$ cat config.mk
export PLATFORM = sky130hd
export DESIGN_NAME = ahs_device_end_flat
export DESIGN_NICKNAME = d
export VERILOG_FILES = /design/src/rtl/ahs_pkg.sv /design/src/rtl/ahs_link_if.sv /design/src/rtl/ahs_device_end.sv /design/src/flat_wrapper.sv
export SDC_FILE = /design/constraint.sdc
export NUM_CORES = 1
export LEC_CHECK = 0
export ABC_AREA = 1
export BUFFER_PORTS_ARGS = -buffer_cell sky130_fd_sc_hd__buf_2
export CAP_MARGIN = 20
export CORE_UTILIZATION = 50
export CTS_CLUSTER_SIZE = 28
export DETAILED_ROUTE_END_ITERATION = 8
export GPL_ROUTABILITY_DRIVEN = 0
export PLACE_DENSITY = 0.8
export SYNTH_ARGS = -nofsm -noshare
export SYNTH_HDL_FRONTEND = slang
export SYNTH_SLANG_ARGS = --single-unit
$ cat constraint.sdc
create_clock -name i_sys_clk -period 3.46 [get_ports i_sys_clk]
set_input_delay 0.346 -clock i_sys_clk [delete_from_list [all_inputs] [get_ports i_sys_clk]]
set_output_delay 0.346 -clock i_sys_clk [all_outputs]
set_load 0.01 [all_outputs]
$ cat src/rtl/ahs_pkg.sv
package ahs_pkg;
  // Host-side register selects
  localparam logic [2:0] ADDR_STATUS_CMD = 3'h7; // Primary block: status read, command write
  localparam logic [2:0] ADDR_ALT_FDC = 3'h6;    // Alternate block: mirror read, control write
  localparam logic [2:0] ADDR_DIN = 3'h7;        // Alternate block: cable loopback read
  // Status bit positions
  localparam int ST_BUSY = 7;
  localparam int ST_READY = 6;
  localparam int ST_FAULT = 5;
  localparam int ST_SEEK = 4;
  localparam int ST_TRANSFER_REQUEST_FLAG = 3;
  localparam int ST_CORR = 2;
  localparam int ST_INDEX = 1;
  localparam int ST_ERR = 0;
  // Fixed-disk control bits
  localparam int FDC_HD3 = 3;
  localparam int FDC_RESET = 2;
  localparam int FDC_HOST_IRQ_ENABLE_N_N = 1;
  localparam int FDC_DMA = 0;
  localparam int FDC_W = 4;
  localparam logic [3:0] FDC_RST_VAL = 4'h0;
  // Cable loopback layout
  localparam int DIN_WRITE_GATE_N = 6;
  localparam int DIN_W = 7;
  localparam logic [5:0] DIN_RST_VAL = 6'h3f;    // Active-low lines at rest
  localparam logic [7:0] DIN_OE = 8'h7f;         // Top bit left undriven
  localparam logic [7:0] OE_ALL = 8'hff;
  localparam logic [7:0] OE_NONE = 8'h00;
  localparam logic [7:0] BYTE_ZERO = 8'h00;
  // Controller sequencing
  typedef enum logic [1:0] {
    DEV_IDLE = 2'b00,
    DEV_EXEC = 2'b01,
    DEV_XFER = 2'b10,
    DEV_RESET = 2'b11
  } ahs_dev_state_t;
  typedef enum logic {
    HST_IDLE = 1'b0,
    HST_WAIT = 1'b1
  } ahs_hst_state_t;
  // Host end software registers (byte addresses)
  localparam logic [3:0] OFS_ACCESS = 4'h0;
  localparam logic [3:0] OFS_RESULT = 4'h4;
  localparam logic [3:0] OFS_PINCTL = 4'h8;
  localparam logic [1:0] RESP_OKAY = 2'b00;
  localparam logic [1:0] RESP_SLVERR = 2'b10;
  // Field positions in the access register
  localparam int ACC_ADDR_LSB = 0;
  localparam int ACC_ALT = 3;
  localparam int ACC_WRITE = 4;
  localparam int ACC_DATA_LSB = 8;
  // Field positions in the result register
  localparam int RES_OE_LSB = 8;
  localparam int RES_PEND = 16;
  localparam int RES_REFUSED = 17;
  localparam int RES_IRQ = 18;
  localparam int RES_DMA = 19;
  localparam int RES_BUSY = 20;
  localparam int RES_TRANSFER_REQUEST_FLAG = 21;
endpackage

$ cat src/rtl/ahs_link_if.sv
`timescale 1ns/10ps
`default_nettype none
interface ahs_link_if;
  logic host_reset;     // Host reset pin, active high
  logic rd;             // One-cycle read strobe
  logic wr;             // One-cycle write strobe
  logic alt_sel;        // Selects the alternate register block
  logic [2:0] addr;     // Register select
  logic [7:0] wdata;    // Write byte
  logic [7:0] rdata;    // Read byte
  logic [7:0] rdata_oe; // Per-bit drive of the read byte
  logic rvalid;         // Read byte valid, one cycle
  logic irq;            // Host interrupt request
  logic dma_gate;       // Host DMA channel gate
  modport dev (
    input host_reset, rd, wr, alt_sel, addr, wdata,
    output rdata, rdata_oe, rvalid, irq, dma_gate
  );
  modport host (
    output host_reset, rd, wr, alt_sel, addr, wdata,
    input rdata, rdata_oe, rvalid, irq, dma_gate
  );
endinterface
`default_nettype wire

$ cat src/rtl/ahs_device_end.sv
`timescale 1ns/10ps
`default_nettype none
////////////////////////////////////////////////////////////////////////////////
// How it works
// - Busy set: other status bits read zero
// - Primary status read clears pending interrupt
// - Error bit set on failure, cleared by command
// - Index bit follows drive, gated by ready
// - Corrected bit set on ECC fix, command clears
// - Transfer request bit marks buffer transfer
// - Transfer request allows any register access
// - Seek bit follows drive seek complete
// - Fault bit follows drive write fault
// - Ready bit follows drive ready
// - Host touches only primary status and alternate regs while busy
// - Busy set by resets, soft reset, command
// - Host waits idle or mid-transfer before writing command
// - Command during transfer aborts and restarts
// - Alternate status mirrors, never clears interrupt
// - Control: head3, reset, irq enable_n, dma
// - DMA gate needs mode and control enable
// - Control register cleared by any of the three resets
// - Loopback register shows active-low cable lines
// - Loopback read drives bits six to zero
// - Write-gate bit never reset, others reset
// - Drive/head reset by resets, soft, diagnostic
// - Failure loads error code with error bit
module ahs_device_end #(
  parameter logic [7:0] DIAG_CMD = 8'h90 // Diagnostic command code
) (
  input wire logic i_sys_clk,
  input wire logic i_rst,
  ahs_link_if.dev link,
  input wire logic i_local_reset_pin,
  input wire logic i_drive_ready,
  input wire logic i_drive_index,
  input wire logic i_seek_done_flag,
  input wire logic i_drive_write_fault,
  input wire logic i_write_gate_n,
  input wire logic i_head3_or_reduced_current_n,
  input wire logic i_head_sel2_n,
  input wire logic i_head_sel1_n,
  input wire logic i_head_sel0_n,
  input wire logic i_drive_sel1_n,
  input wire logic i_drive_sel0_n,
  input wire logic i_cmd_done,
  input wire logic i_cmd_error,
  input wire logic [7:0] i_error_code,
  input wire logic i_corrected_flag,
  input wire logic i_xfer_start,
  input wire logic i_xfer_end,
  input wire logic i_dma_mode,
  input wire logic i_dma_ctl_enable,
  output logic o_cmd_strobe,
  output logic [7:0] o_cmd_code,
  output logic o_abort_xfer,
  output logic o_drive_head_reset,
  output logic [7:0] o_error_code,
  output logic o_head3_select_enable,
  output logic o_busy
);

  ////////////////////////////////////////////////////////////////////////////////
  // State record
  typedef struct packed {
    ahs_pkg::ahs_dev_state_t state;  // Controller sequencing
    logic [3:0] fdc;                 // Fixed-disk control
    logic err;                       // Error flag
    logic corr;                      // Corrected-data flag
    logic irq;                       // Pending host interrupt
    logic [7:0] err_code;            // Error code
    logic [7:0] cmd;                 // Last command code
    logic cmd_stb;                   // Command start pulse
    logic abort_stb;                 // Transfer abort pulse
    logic dh_rst;                    // Drive/head reset pulse
    logic [6:0] cab_s1;              // Cable sync stage one
    logic [6:0] cab_s2;              // Cable sync stage two
    logic [3:0] drv_s1;              // Drive sync stage one
    logic [3:0] drv_s2;              // Drive sync stage two
    logic lrst_s1;                   // Local reset sync stage one
    logic lrst_s2;                   // Local reset sync stage two
    logic [6:0] din;                 // Cable loopback
    logic [7:0] rdata;               // Read byte
    logic [7:0] rdata_oe;            // Read byte drive
    logic rvalid;                    // Read answer pulse
    logic dma_gate;                  // Host DMA gate
    logic busy;                      // Busy, registered for the pin
  } ahs_dev_st_t;

  ahs_dev_st_t s_reg;
  ahs_dev_st_t s_next;

  ////////////////////////////////////////////////////////////////////////////////
  // Status byte from the current state
  function automatic logic [7:0] status_byte(input ahs_dev_st_t st);
    logic [7:0] b;
    logic busy;
    b = ahs_pkg::BYTE_ZERO;
    busy = (st.state == ahs_pkg::DEV_EXEC) || (st.state == ahs_pkg::DEV_RESET);
    b[ahs_pkg::ST_BUSY] = busy;
    if (!busy) begin
      b[ahs_pkg::ST_READY] = st.drv_s2[3];
      b[ahs_pkg::ST_INDEX] = st.drv_s2[3] & st.drv_s2[2];
      b[ahs_pkg::ST_SEEK] = st.drv_s2[1];
      b[ahs_pkg::ST_FAULT] = st.drv_s2[0];
      b[ahs_pkg::ST_TRANSFER_REQUEST_FLAG] = (st.state == ahs_pkg::DEV_XFER);
      b[ahs_pkg::ST_CORR] = st.corr;
      b[ahs_pkg::ST_ERR] = st.err;
    end
    // Other bits held at zero while busy
    return b;
  endfunction

  ////////////////////////////////////////////////////////////////////////////////
  // Next-state logic
  always_comb begin
    logic any_rst;
    logic can_cmd;
    any_rst = 1'b0;
    can_cmd = 1'b0;
    s_next = s_reg;
    s_next.cmd_stb = 1'b0;
    s_next.abort_stb = 1'b0;
    s_next.dh_rst = 1'b0;
    s_next.rvalid = 1'b0;
    // Synchronisers for pins
    s_next.cab_s1 = {i_write_gate_n, i_head3_or_reduced_current_n, i_head_sel2_n,
                     i_head_sel1_n, i_head_sel0_n, i_drive_sel1_n, i_drive_sel0_n};
    s_next.cab_s2 = s_reg.cab_s1;
    s_next.drv_s1 = {i_drive_ready, i_drive_index, i_seek_done_flag, i_drive_write_fault};
    s_next.drv_s2 = s_reg.drv_s1;
    s_next.lrst_s1 = i_local_reset_pin;
    s_next.lrst_s2 = s_reg.lrst_s1;
    // Loopback follows the cable
    s_next.din = s_reg.cab_s2;
    any_rst = i_rst | s_reg.lrst_s2 | link.host_reset;
    can_cmd = (s_reg.state == ahs_pkg::DEV_IDLE) || (s_reg.state == ahs_pkg::DEV_XFER);
    // Host reads
    if (link.rd) begin
      s_next.rvalid = 1'b1;
      s_next.rdata = ahs_pkg::BYTE_ZERO;
      s_next.rdata_oe = ahs_pkg::OE_ALL;
      if (!link.alt_sel && link.addr == ahs_pkg::ADDR_STATUS_CMD) begin
        s_next.rdata = status_byte(s_reg);
        s_next.irq = 1'b0;
      end else if (link.alt_sel && link.addr == ahs_pkg::ADDR_ALT_FDC) begin
        s_next.rdata = status_byte(s_reg);
      end else if (link.alt_sel && link.addr == ahs_pkg::ADDR_DIN) begin
        s_next.rdata = {1'b0, s_reg.din};
        s_next.rdata_oe = ahs_pkg::DIN_OE;
      end
    end
    // Host writes
    if (link.wr) begin
      if (link.alt_sel && link.addr == ahs_pkg::ADDR_ALT_FDC) begin
        s_next.fdc = link.wdata[ahs_pkg::FDC_W-1:0];
        if (link.wdata[ahs_pkg::FDC_RESET]) begin
          s_next.state = ahs_pkg::DEV_RESET;
          s_next.dh_rst = 1'b1;
        end
      end else if (!link.alt_sel && link.addr == ahs_pkg::ADDR_STATUS_CMD && can_cmd) begin
        // Command accepted when idle or mid-transfer
        s_next.err = 1'b0;
        s_next.corr = 1'b0;
        s_next.state = ahs_pkg::DEV_EXEC;
        s_next.cmd = link.wdata;
        s_next.cmd_stb = 1'b1;
        s_next.abort_stb = (s_reg.state == ahs_pkg::DEV_XFER);
        s_next.dh_rst = (link.wdata == DIAG_CMD);
      end
      // Commands while busy are ignored
    end
    // Local controller events; sets win over host clears
    case (s_reg.state)
      ahs_pkg::DEV_EXEC: begin
        if (i_cmd_done) begin
          s_next.state = ahs_pkg::DEV_IDLE;
        end else if (i_xfer_start) begin
          s_next.state = ahs_pkg::DEV_XFER;
        end
      end
      ahs_pkg::DEV_XFER: begin
        if (i_xfer_end && s_next.state == ahs_pkg::DEV_XFER) begin
          s_next.state = ahs_pkg::DEV_EXEC;
        end
      end
      ahs_pkg::DEV_RESET: begin
        if (i_cmd_done && !s_reg.fdc[ahs_pkg::FDC_RESET]) begin
          s_next.state = ahs_pkg::DEV_IDLE;
        end
      end
      default: begin
      end
    endcase
    // Completion reporting
    if (i_cmd_done && s_reg.state != ahs_pkg::DEV_IDLE) begin
      if (i_cmd_error) begin
        s_next.err = 1'b1;
        s_next.err_code = i_error_code;
      end
      if (!s_reg.fdc[ahs_pkg::FDC_HOST_IRQ_ENABLE_N_N]) begin
        s_next.irq = 1'b1;
      end
    end
    if (i_corrected_flag) begin
      s_next.corr = 1'b1;
    end
    // Held soft reset keeps the controller busy
    if (s_reg.fdc[ahs_pkg::FDC_RESET]) begin
      s_next.state = ahs_pkg::DEV_RESET;
      s_next.dh_rst = 1'b1;
    end
    // Hard resets
    if (any_rst) begin
      s_next.state = ahs_pkg::DEV_RESET;
      s_next.fdc = ahs_pkg::FDC_RST_VAL;
      s_next.err = 1'b0;
      s_next.corr = 1'b0;
      s_next.irq = 1'b0;
      s_next.cmd_stb = 1'b0;
      s_next.abort_stb = 1'b0;
      s_next.dh_rst = 1'b1;
      s_next.rvalid = 1'b0;
      s_next.rdata = ahs_pkg::BYTE_ZERO;
      s_next.rdata_oe = ahs_pkg::OE_NONE;
    end
    // Loopback low bits follow drive/head reset; write gate untouched
    if (s_next.dh_rst) begin
      s_next.din[ahs_pkg::DIN_WRITE_GATE_N-1:0] = ahs_pkg::DIN_RST_VAL;
    end
    // DMA gate needs both internal enables
    s_next.dma_gate = s_next.fdc[ahs_pkg::FDC_DMA] & i_dma_mode & i_dma_ctl_enable;
    // Busy pin comes from its own flop
    s_next.busy = (s_next.state == ahs_pkg::DEV_EXEC) || (s_next.state == ahs_pkg::DEV_RESET);
  end

  ////////////////////////////////////////////////////////////////////////////////
  // State register
  always_ff @(posedge i_sys_clk) begin
    s_reg <= s_next;
  end

  ////////////////////////////////////////////////////////////////////////////////
  // Outputs, all from flops
  assign link.rdata = s_reg.rdata;
  assign link.rdata_oe = s_reg.rdata_oe;
  assign link.rvalid = s_reg.rvalid;
  assign link.irq = s_reg.irq;
  assign link.dma_gate = s_reg.dma_gate;
  assign o_cmd_strobe = s_reg.cmd_stb;
  assign o_cmd_code = s_reg.cmd;
  assign o_abort_xfer = s_reg.abort_stb;
  assign o_drive_head_reset = s_reg.dh_rst;
  assign o_error_code = s_reg.err_code;
  assign o_head3_select_enable = s_reg.fdc[ahs_pkg::FDC_HD3];
  assign o_busy = s_reg.busy;

endmodule
`default_nettype wire

$ cat src/flat_wrapper.sv
// flat-port wrapper written by rule: the top's interface ports become plain ports
module ahs_device_end_flat 
#(
  parameter logic [7:0] DIAG_CMD = 8'h90                           
)
  (i_sys_clk, i_rst, i_local_reset_pin, i_drive_ready, i_drive_index, i_seek_done_flag, i_drive_write_fault, i_write_gate_n, i_head3_or_reduced_current_n, i_head_sel2_n, i_head_sel1_n, i_head_sel0_n, i_drive_sel1_n, i_drive_sel0_n, i_cmd_done, i_cmd_error, i_error_code, i_corrected_flag, i_xfer_start, i_xfer_end, i_dma_mode, i_dma_ctl_enable, o_cmd_strobe, o_cmd_code, o_abort_xfer, o_drive_head_reset, o_error_code, o_head3_select_enable, o_busy, link_host_reset, link_rd, link_wr, link_alt_sel, link_addr, link_wdata, link_rdata, link_rdata_oe, link_rvalid, link_irq, link_dma_gate);
  ahs_link_if link_i ();
  input wire logic i_sys_clk;
  input wire logic i_rst;
  input wire logic i_local_reset_pin;
  input wire logic i_drive_ready;
  input wire logic i_drive_index;
  input wire logic i_seek_done_flag;
  input wire logic i_drive_write_fault;
  input wire logic i_write_gate_n;
  input wire logic i_head3_or_reduced_current_n;
  input wire logic i_head_sel2_n;
  input wire logic i_head_sel1_n;
  input wire logic i_head_sel0_n;
  input wire logic i_drive_sel1_n;
  input wire logic i_drive_sel0_n;
  input wire logic i_cmd_done;
  input wire logic i_cmd_error;
  input wire logic [7:0] i_error_code;
  input wire logic i_corrected_flag;
  input wire logic i_xfer_start;
  input wire logic i_xfer_end;
  input wire logic i_dma_mode;
  input wire logic i_dma_ctl_enable;
  output logic o_cmd_strobe;
  output logic [7:0] o_cmd_code;
  output logic o_abort_xfer;
  output logic o_drive_head_reset;
  output logic [7:0] o_error_code;
  output logic o_head3_select_enable;
  output logic o_busy;
  input wire logic [$bits(link_i.host_reset)-1:0] link_host_reset;
  input wire logic [$bits(link_i.rd)-1:0] link_rd;
  input wire logic [$bits(link_i.wr)-1:0] link_wr;
  input wire logic [$bits(link_i.alt_sel)-1:0] link_alt_sel;
  input wire logic [$bits(link_i.addr)-1:0] link_addr;
  input wire logic [$bits(link_i.wdata)-1:0] link_wdata;
  output wire logic [$bits(link_i.rdata)-1:0] link_rdata;
  output wire logic [$bits(link_i.rdata_oe)-1:0] link_rdata_oe;
  output wire logic [$bits(link_i.rvalid)-1:0] link_rvalid;
  output wire logic [$bits(link_i.irq)-1:0] link_irq;
  output wire logic [$bits(link_i.dma_gate)-1:0] link_dma_gate;
  assign link_i.host_reset = link_host_reset;
  assign link_i.rd = link_rd;
  assign link_i.wr = link_wr;
  assign link_i.alt_sel = link_alt_sel;
  assign link_i.addr = link_addr;
  assign link_i.wdata = link_wdata;
  assign link_rdata = link_i.rdata;
  assign link_rdata_oe = link_i.rdata_oe;
  assign link_rvalid = link_i.rvalid;
  assign link_irq = link_i.irq;
  assign link_dma_gate = link_i.dma_gate;
  ahs_device_end #(.DIAG_CMD(DIAG_CMD)) u_core (.i_sys_clk(i_sys_clk), .i_rst(i_rst), .link(link_i), .i_local_reset_pin(i_local_reset_pin), .i_drive_ready(i_drive_ready), .i_drive_index(i_drive_index), .i_seek_done_flag(i_seek_done_flag), .i_drive_write_fault(i_drive_write_fault), .i_write_gate_n(i_write_gate_n), .i_head3_or_reduced_current_n(i_head3_or_reduced_current_n), .i_head_sel2_n(i_head_sel2_n), .i_head_sel1_n(i_head_sel1_n), .i_head_sel0_n(i_head_sel0_n), .i_drive_sel1_n(i_drive_sel1_n), .i_drive_sel0_n(i_drive_sel0_n), .i_cmd_done(i_cmd_done), .i_cmd_error(i_cmd_error), .i_error_code(i_error_code), .i_corrected_flag(i_corrected_flag), .i_xfer_start(i_xfer_start), .i_xfer_end(i_xfer_end), .i_dma_mode(i_dma_mode), .i_dma_ctl_enable(i_dma_ctl_enable), .o_cmd_strobe(o_cmd_strobe), .o_cmd_code(o_cmd_code), .o_abort_xfer(o_abort_xfer), .o_drive_head_reset(o_drive_head_reset), .o_error_code(o_error_code), .o_head3_select_enable(o_head3_select_enable), .o_busy(o_busy));
endmodule
-- Word level (Yosys, flattened, before mapping)
Cells that the tools add are included.
- flip-flop bits (word level): 78
- output and inout port bits: 40
- word-level logic and storage cells: 99
- eq/ne operators: 10
- mux-type cells: 35
- bitwise operators: 8
- reductions and logical operators: 22
- operators by type and width (cell ; count):
    8-bit two-way mux ; 6
    2-bit two-way mux ; 10
    9-bit two-way mux ; 2
    15-bit two-way mux ; 1
    1-bit two-way mux ; 12
    2-bit equality test (second input constant) ; 4
    8-bit equality test (second input constant) ; 1
    1-bit logical AND ; 7
    7-bit two-way mux ; 1
    3-bit equality test (second input constant) ; 2
    2-bit case mux with 3 select lines ; 1
    3-bit AND reduction ; 2
    2-bit nonzero test ; 3
    2-bit by 1-bit equality test with 1-bit output (second input constant) ; 2
    4-bit two-way mux ; 1
    2-bit AND reduction ; 2
    4-bit OR reduction ; 1
    1-bit bitwise AND ; 3
    1-bit logical OR ; 3
    3-bit two-way mux ; 1
    1-bit inverter ; 3
    3-bit OR reduction ; 1
    1-bit zero test ; 2
    2-bit zero test ; 1
    other kinds (2) ; 3

-- Longest topological paths before layout
- depth in word-level cells: 14
- mapped depth: 9

-- Worst setup path after synthesis
OpenSTA, ideal clock, no wires.
- kind: flip-flop to flip-flop
- from: register, netlist name u_core.o_busy
- to: register u_core.s_reg (netlist bit u_core.o_error_code[0]) (enable)
- arrival time: 1.040 ns
- required time: 3.136 ns
- slack: 2.096 ns
- cell stages (with the launch flop): 5
- path buffers: 0
- cells stage by stage: dfxtp_1 inv_2 a21oi_1 nand2_1 inv_1
- RTL lines (what ; RTL line ; text):
    to (signal assigned) ; ahs_device_end.sv:240 ; s_reg <= s_next;
    to (decl) ; ahs_device_end.sv:90 ; ahs_dev_st_t s_reg;

==> flow_summary.ini <==
[job]
maxCapViolCount = 0

[worst_setup_path]
worstSetupEndpointType = flip-flop
critPathMaxStageDelay_ns = 0.49
worst-path-buf-inv = 2
arrival_ns = 1.58
cp_cell_sequence = inv_2 -> a21oi_1 -> nand2_1 -> inv_1
critPathRequiredTime_ns = 3.47
critPathTopFamily = flip-flops
slowest_stage = dfxtp_1
cp_max_fo = 8
start_kind = flip-flop
path_class = flip-flop to flip-flop

[logic_synthesis]
ys_seq_area_share_pct = 64.9
synth_xor_area_share_pct = 0
ys_ff_latch = 71
synth_mux_area_share_pct = 0
synth_compound_area_share_pct = 8.16
synth_fa_ha_area_share_pct = 0
synth_top_family_by_area = buffers and inverters
synth_area_per_cell_sq_um = 10.5
yosys.area_share.simple_pct = 13.1
yosys_warnings = 0
syn-num-nets = 277
synth_cells = 233
yosysUniqueCellTypes = 23
syn_area_sq_mm = 0.00244

[placement]
dp.cells = 335
dp_slack_ns = 1.90
place_area_sq_mm = 0.00267
hpwl_um = 3030
numPortBuffers = 83

[global_routing]
antenna_found_initial = 0
grt_pass1_vias = 1527
grt_usage_pct = 17.0
grt_max_degree = 16
grt_first_pass_wirelength_um = 6550
overflow = 0

[floorplan]
num_rows = 25
dieArea_sq_mm = 0.00516
start_util_pct = 51.9
die_x_um = 71.8
fp.dieH_um = 71.8
pin_count = 84
core_sq_mm = 0.00469

[routing]
drt_pass1_iterations = 6
drtAntennaViolNets = 0
avgViaCountPerCell = 4.67
num_vias = 1639
drtIter0Drc = 124
drcViolationCount = 0
post_drt_wl_per_cell_um = 11.7
routed_wl_um = 4110

[timing]
fin_crit_sh_pct = 45.2
hold_slack_ns = 0.110
fin_ws_ns = 1.90
hold_viol = 0
clock.fmax_mhz = 639
fin_crit_ns = 1.56
slew_violations = 0
finalSetupViolations = 0
rsz0062_at_grt = no
relSlewSlack_pct = 50.5
final.setup_skew_ns = 0.00924
tns_ns = 0
worstMarginPinSlew_ns = 0.735

[pwr]
vdd.ir_drop.worst_mv = 0.325
power_frac_comb_pct = 4.8
p_int_mw = 1.30
p_sw_mw = 0.347
p_leak_nw = 1.34
p_sw_share_pct = 21.1
powerDensity_mw_per_mm2 = 570
p_clk_share_pct = 41.7
pwr-share-seq_pct = 53.5

[clock_network]
cts_buffer_depth = 2
cts_buffers = 9
hold_buffers = 0
cts_tree = done
root_buffer = clkbuf_8
clock_latency_ns = 0.33
cts_resized = 0
htreeDepth = 3
cts_setup_buffers = 0
path_clk_slew_ns = 0.08
cts.sinks = 71

[finish]
fillers = 391
syn_to_final_growth_pct = 18.5
fin_nets = 336
num_antenna_cells = 0
drive_above_1_share_pct = 36.0
fin_area_sq_mm = 0.00289
largest_register_ffs = 24
stdcell_count = 351

[run_status]
status = finished clean

[hold_path]
min_path_type = input port to flip-flop
layout make-up:
cell class                 count  area, sq um  share of cell area [%]
timing repair buffer          83          415                    14.4
tap                           54         67.6                    2.34
sequential                    71         1580                    54.7
inverter                      22         82.6                    2.86
multi-input combinational    105          519                    18.0
clock buffer                  14          206                    7.15
clock inverter                 2         16.3                   0.563
final timing paths:
| path | startpoint | end | slack (ns) | cells after the start |
|---|---|---|---|---|
| min reg2reg | u_core.s_next[26] | u_core.s_reg[26] | 0.33 | 0 |
| max reg2reg | u_core.o_busy | u_core.o_error_code[0] | 1.90 | 4 |
| max | u_core.o_busy | u_core.o_error_code[0] | 1.90 | 4 |
| min | i_drive_ready | u_core.s_next[31] | 0.11 | 1 |
kinds of logic (layout without fill, tap and decap cells):
| logic type | count (synthesis) | after routing |
|---|---|---|
| AO/OA/AOI/OAI | 37 | 37 |
| buffers and inverters | 57 | 121 |
| flip-flops | 71 | 71 |
| AND/OR/NAND/NOR | 68 | 68 |
per-stage QoR:
stage | util, % | power (mW)
2_1_floorplan | - | 0.945
3_3_place_gp | 56.8 | 0.977
3_5_place_dp | 56.8 | 0.979
4_1_cts | 61.6 | 1.66
5_1_grt | 61.6 | 1.71
6_report | 61.6 | 1.65
cell usage in the layout (no fill, tap or decap):
| cell type | instances |
|---|---|
| buf_2 | 83 |
| dfxtp_1 | 55 |
| nand2_1 | 33 |
| a21oi_1 | 22 |
| inv_1 | 20 |
| edfxtp_1 | 16 |
| nor2_1 | 14 |
| o21ai_0 | 13 |
| nand3_1 | 9 |
| clkbuf_8 | 9 |
| clkbuf_16 | 3 |
| nor2_2 | 2 |
| inv_2 | 2 |
| nor2_4 | 2 |
| nand4_1 | 2 |
| clkbuf_1 | 2 |
| nand3_4 | 1 |
| nand3_2 | 1 |
| nand2_2 | 1 |
| or2_0 | 1 |
| nor4_1 | 1 |
| a21oi_4 | 1 |
| o211ai_1 | 1 |
| nor3_1 | 1 |
| clkinv_4 | 1 |
| clkinvlp_4 | 1 |
cell usage after synthesis:
master	count	share of area (%)
nand2_1	33	5.1
o211ai_1	1	0.31
buf_4	32	9.9
or2_0	1	0.26
nand4_1	2	0.51
nand3_4	1	0.72
o21ai_0	13	2.7
a21oi_4	1	0.67
nand2_2	1	0.26
inv_1	20	3.1
clkbuf_1	1	0.15
nor2_4	2	0.92
nor4_1	1	0.26
inv_2	2	0.31
buf_2	2	0.41
nand3_1	9	1.8
nor3_1	1	0.21
nor2_1	14	2.2
nand3_2	1	0.41
nor2_2	2	0.51
a21oi_1	22	4.5
dfxtp_1	55	45
edfxtp_1	16	20
metal layers:
| metal | up-vias | share of wire [%] | track usage, % |
|---|---|---|---|
| met5 | - | 0 | 0 |
| met2 | 75 | 47 | 28.0 |
| met3 | 13 | 7.7 | 5.34 |
| met4 | 0 | 3.0 | 10.2 |
| met1 | 703 | 42 | 19.5 |
| li1 | 848 | - | - |
power groups by stage:
stage / logic (mW) / clock network [mW] / registers, mW
2_1_floorplan: 0.0457 / 0 / 0.900
3_3_place_gp: 0.0764 / 0 / 0.900
3_5_place_dp: 0.0787 / 0 / 0.900
4_1_cts: 0.0790 / 0.700 / 0.882
5_1_grt: 0.0883 / 0.738 / 0.884
6_report: 0.0785 / 0.688 / 0.881
Note: power is estimated with default switching activity, not from simulation.
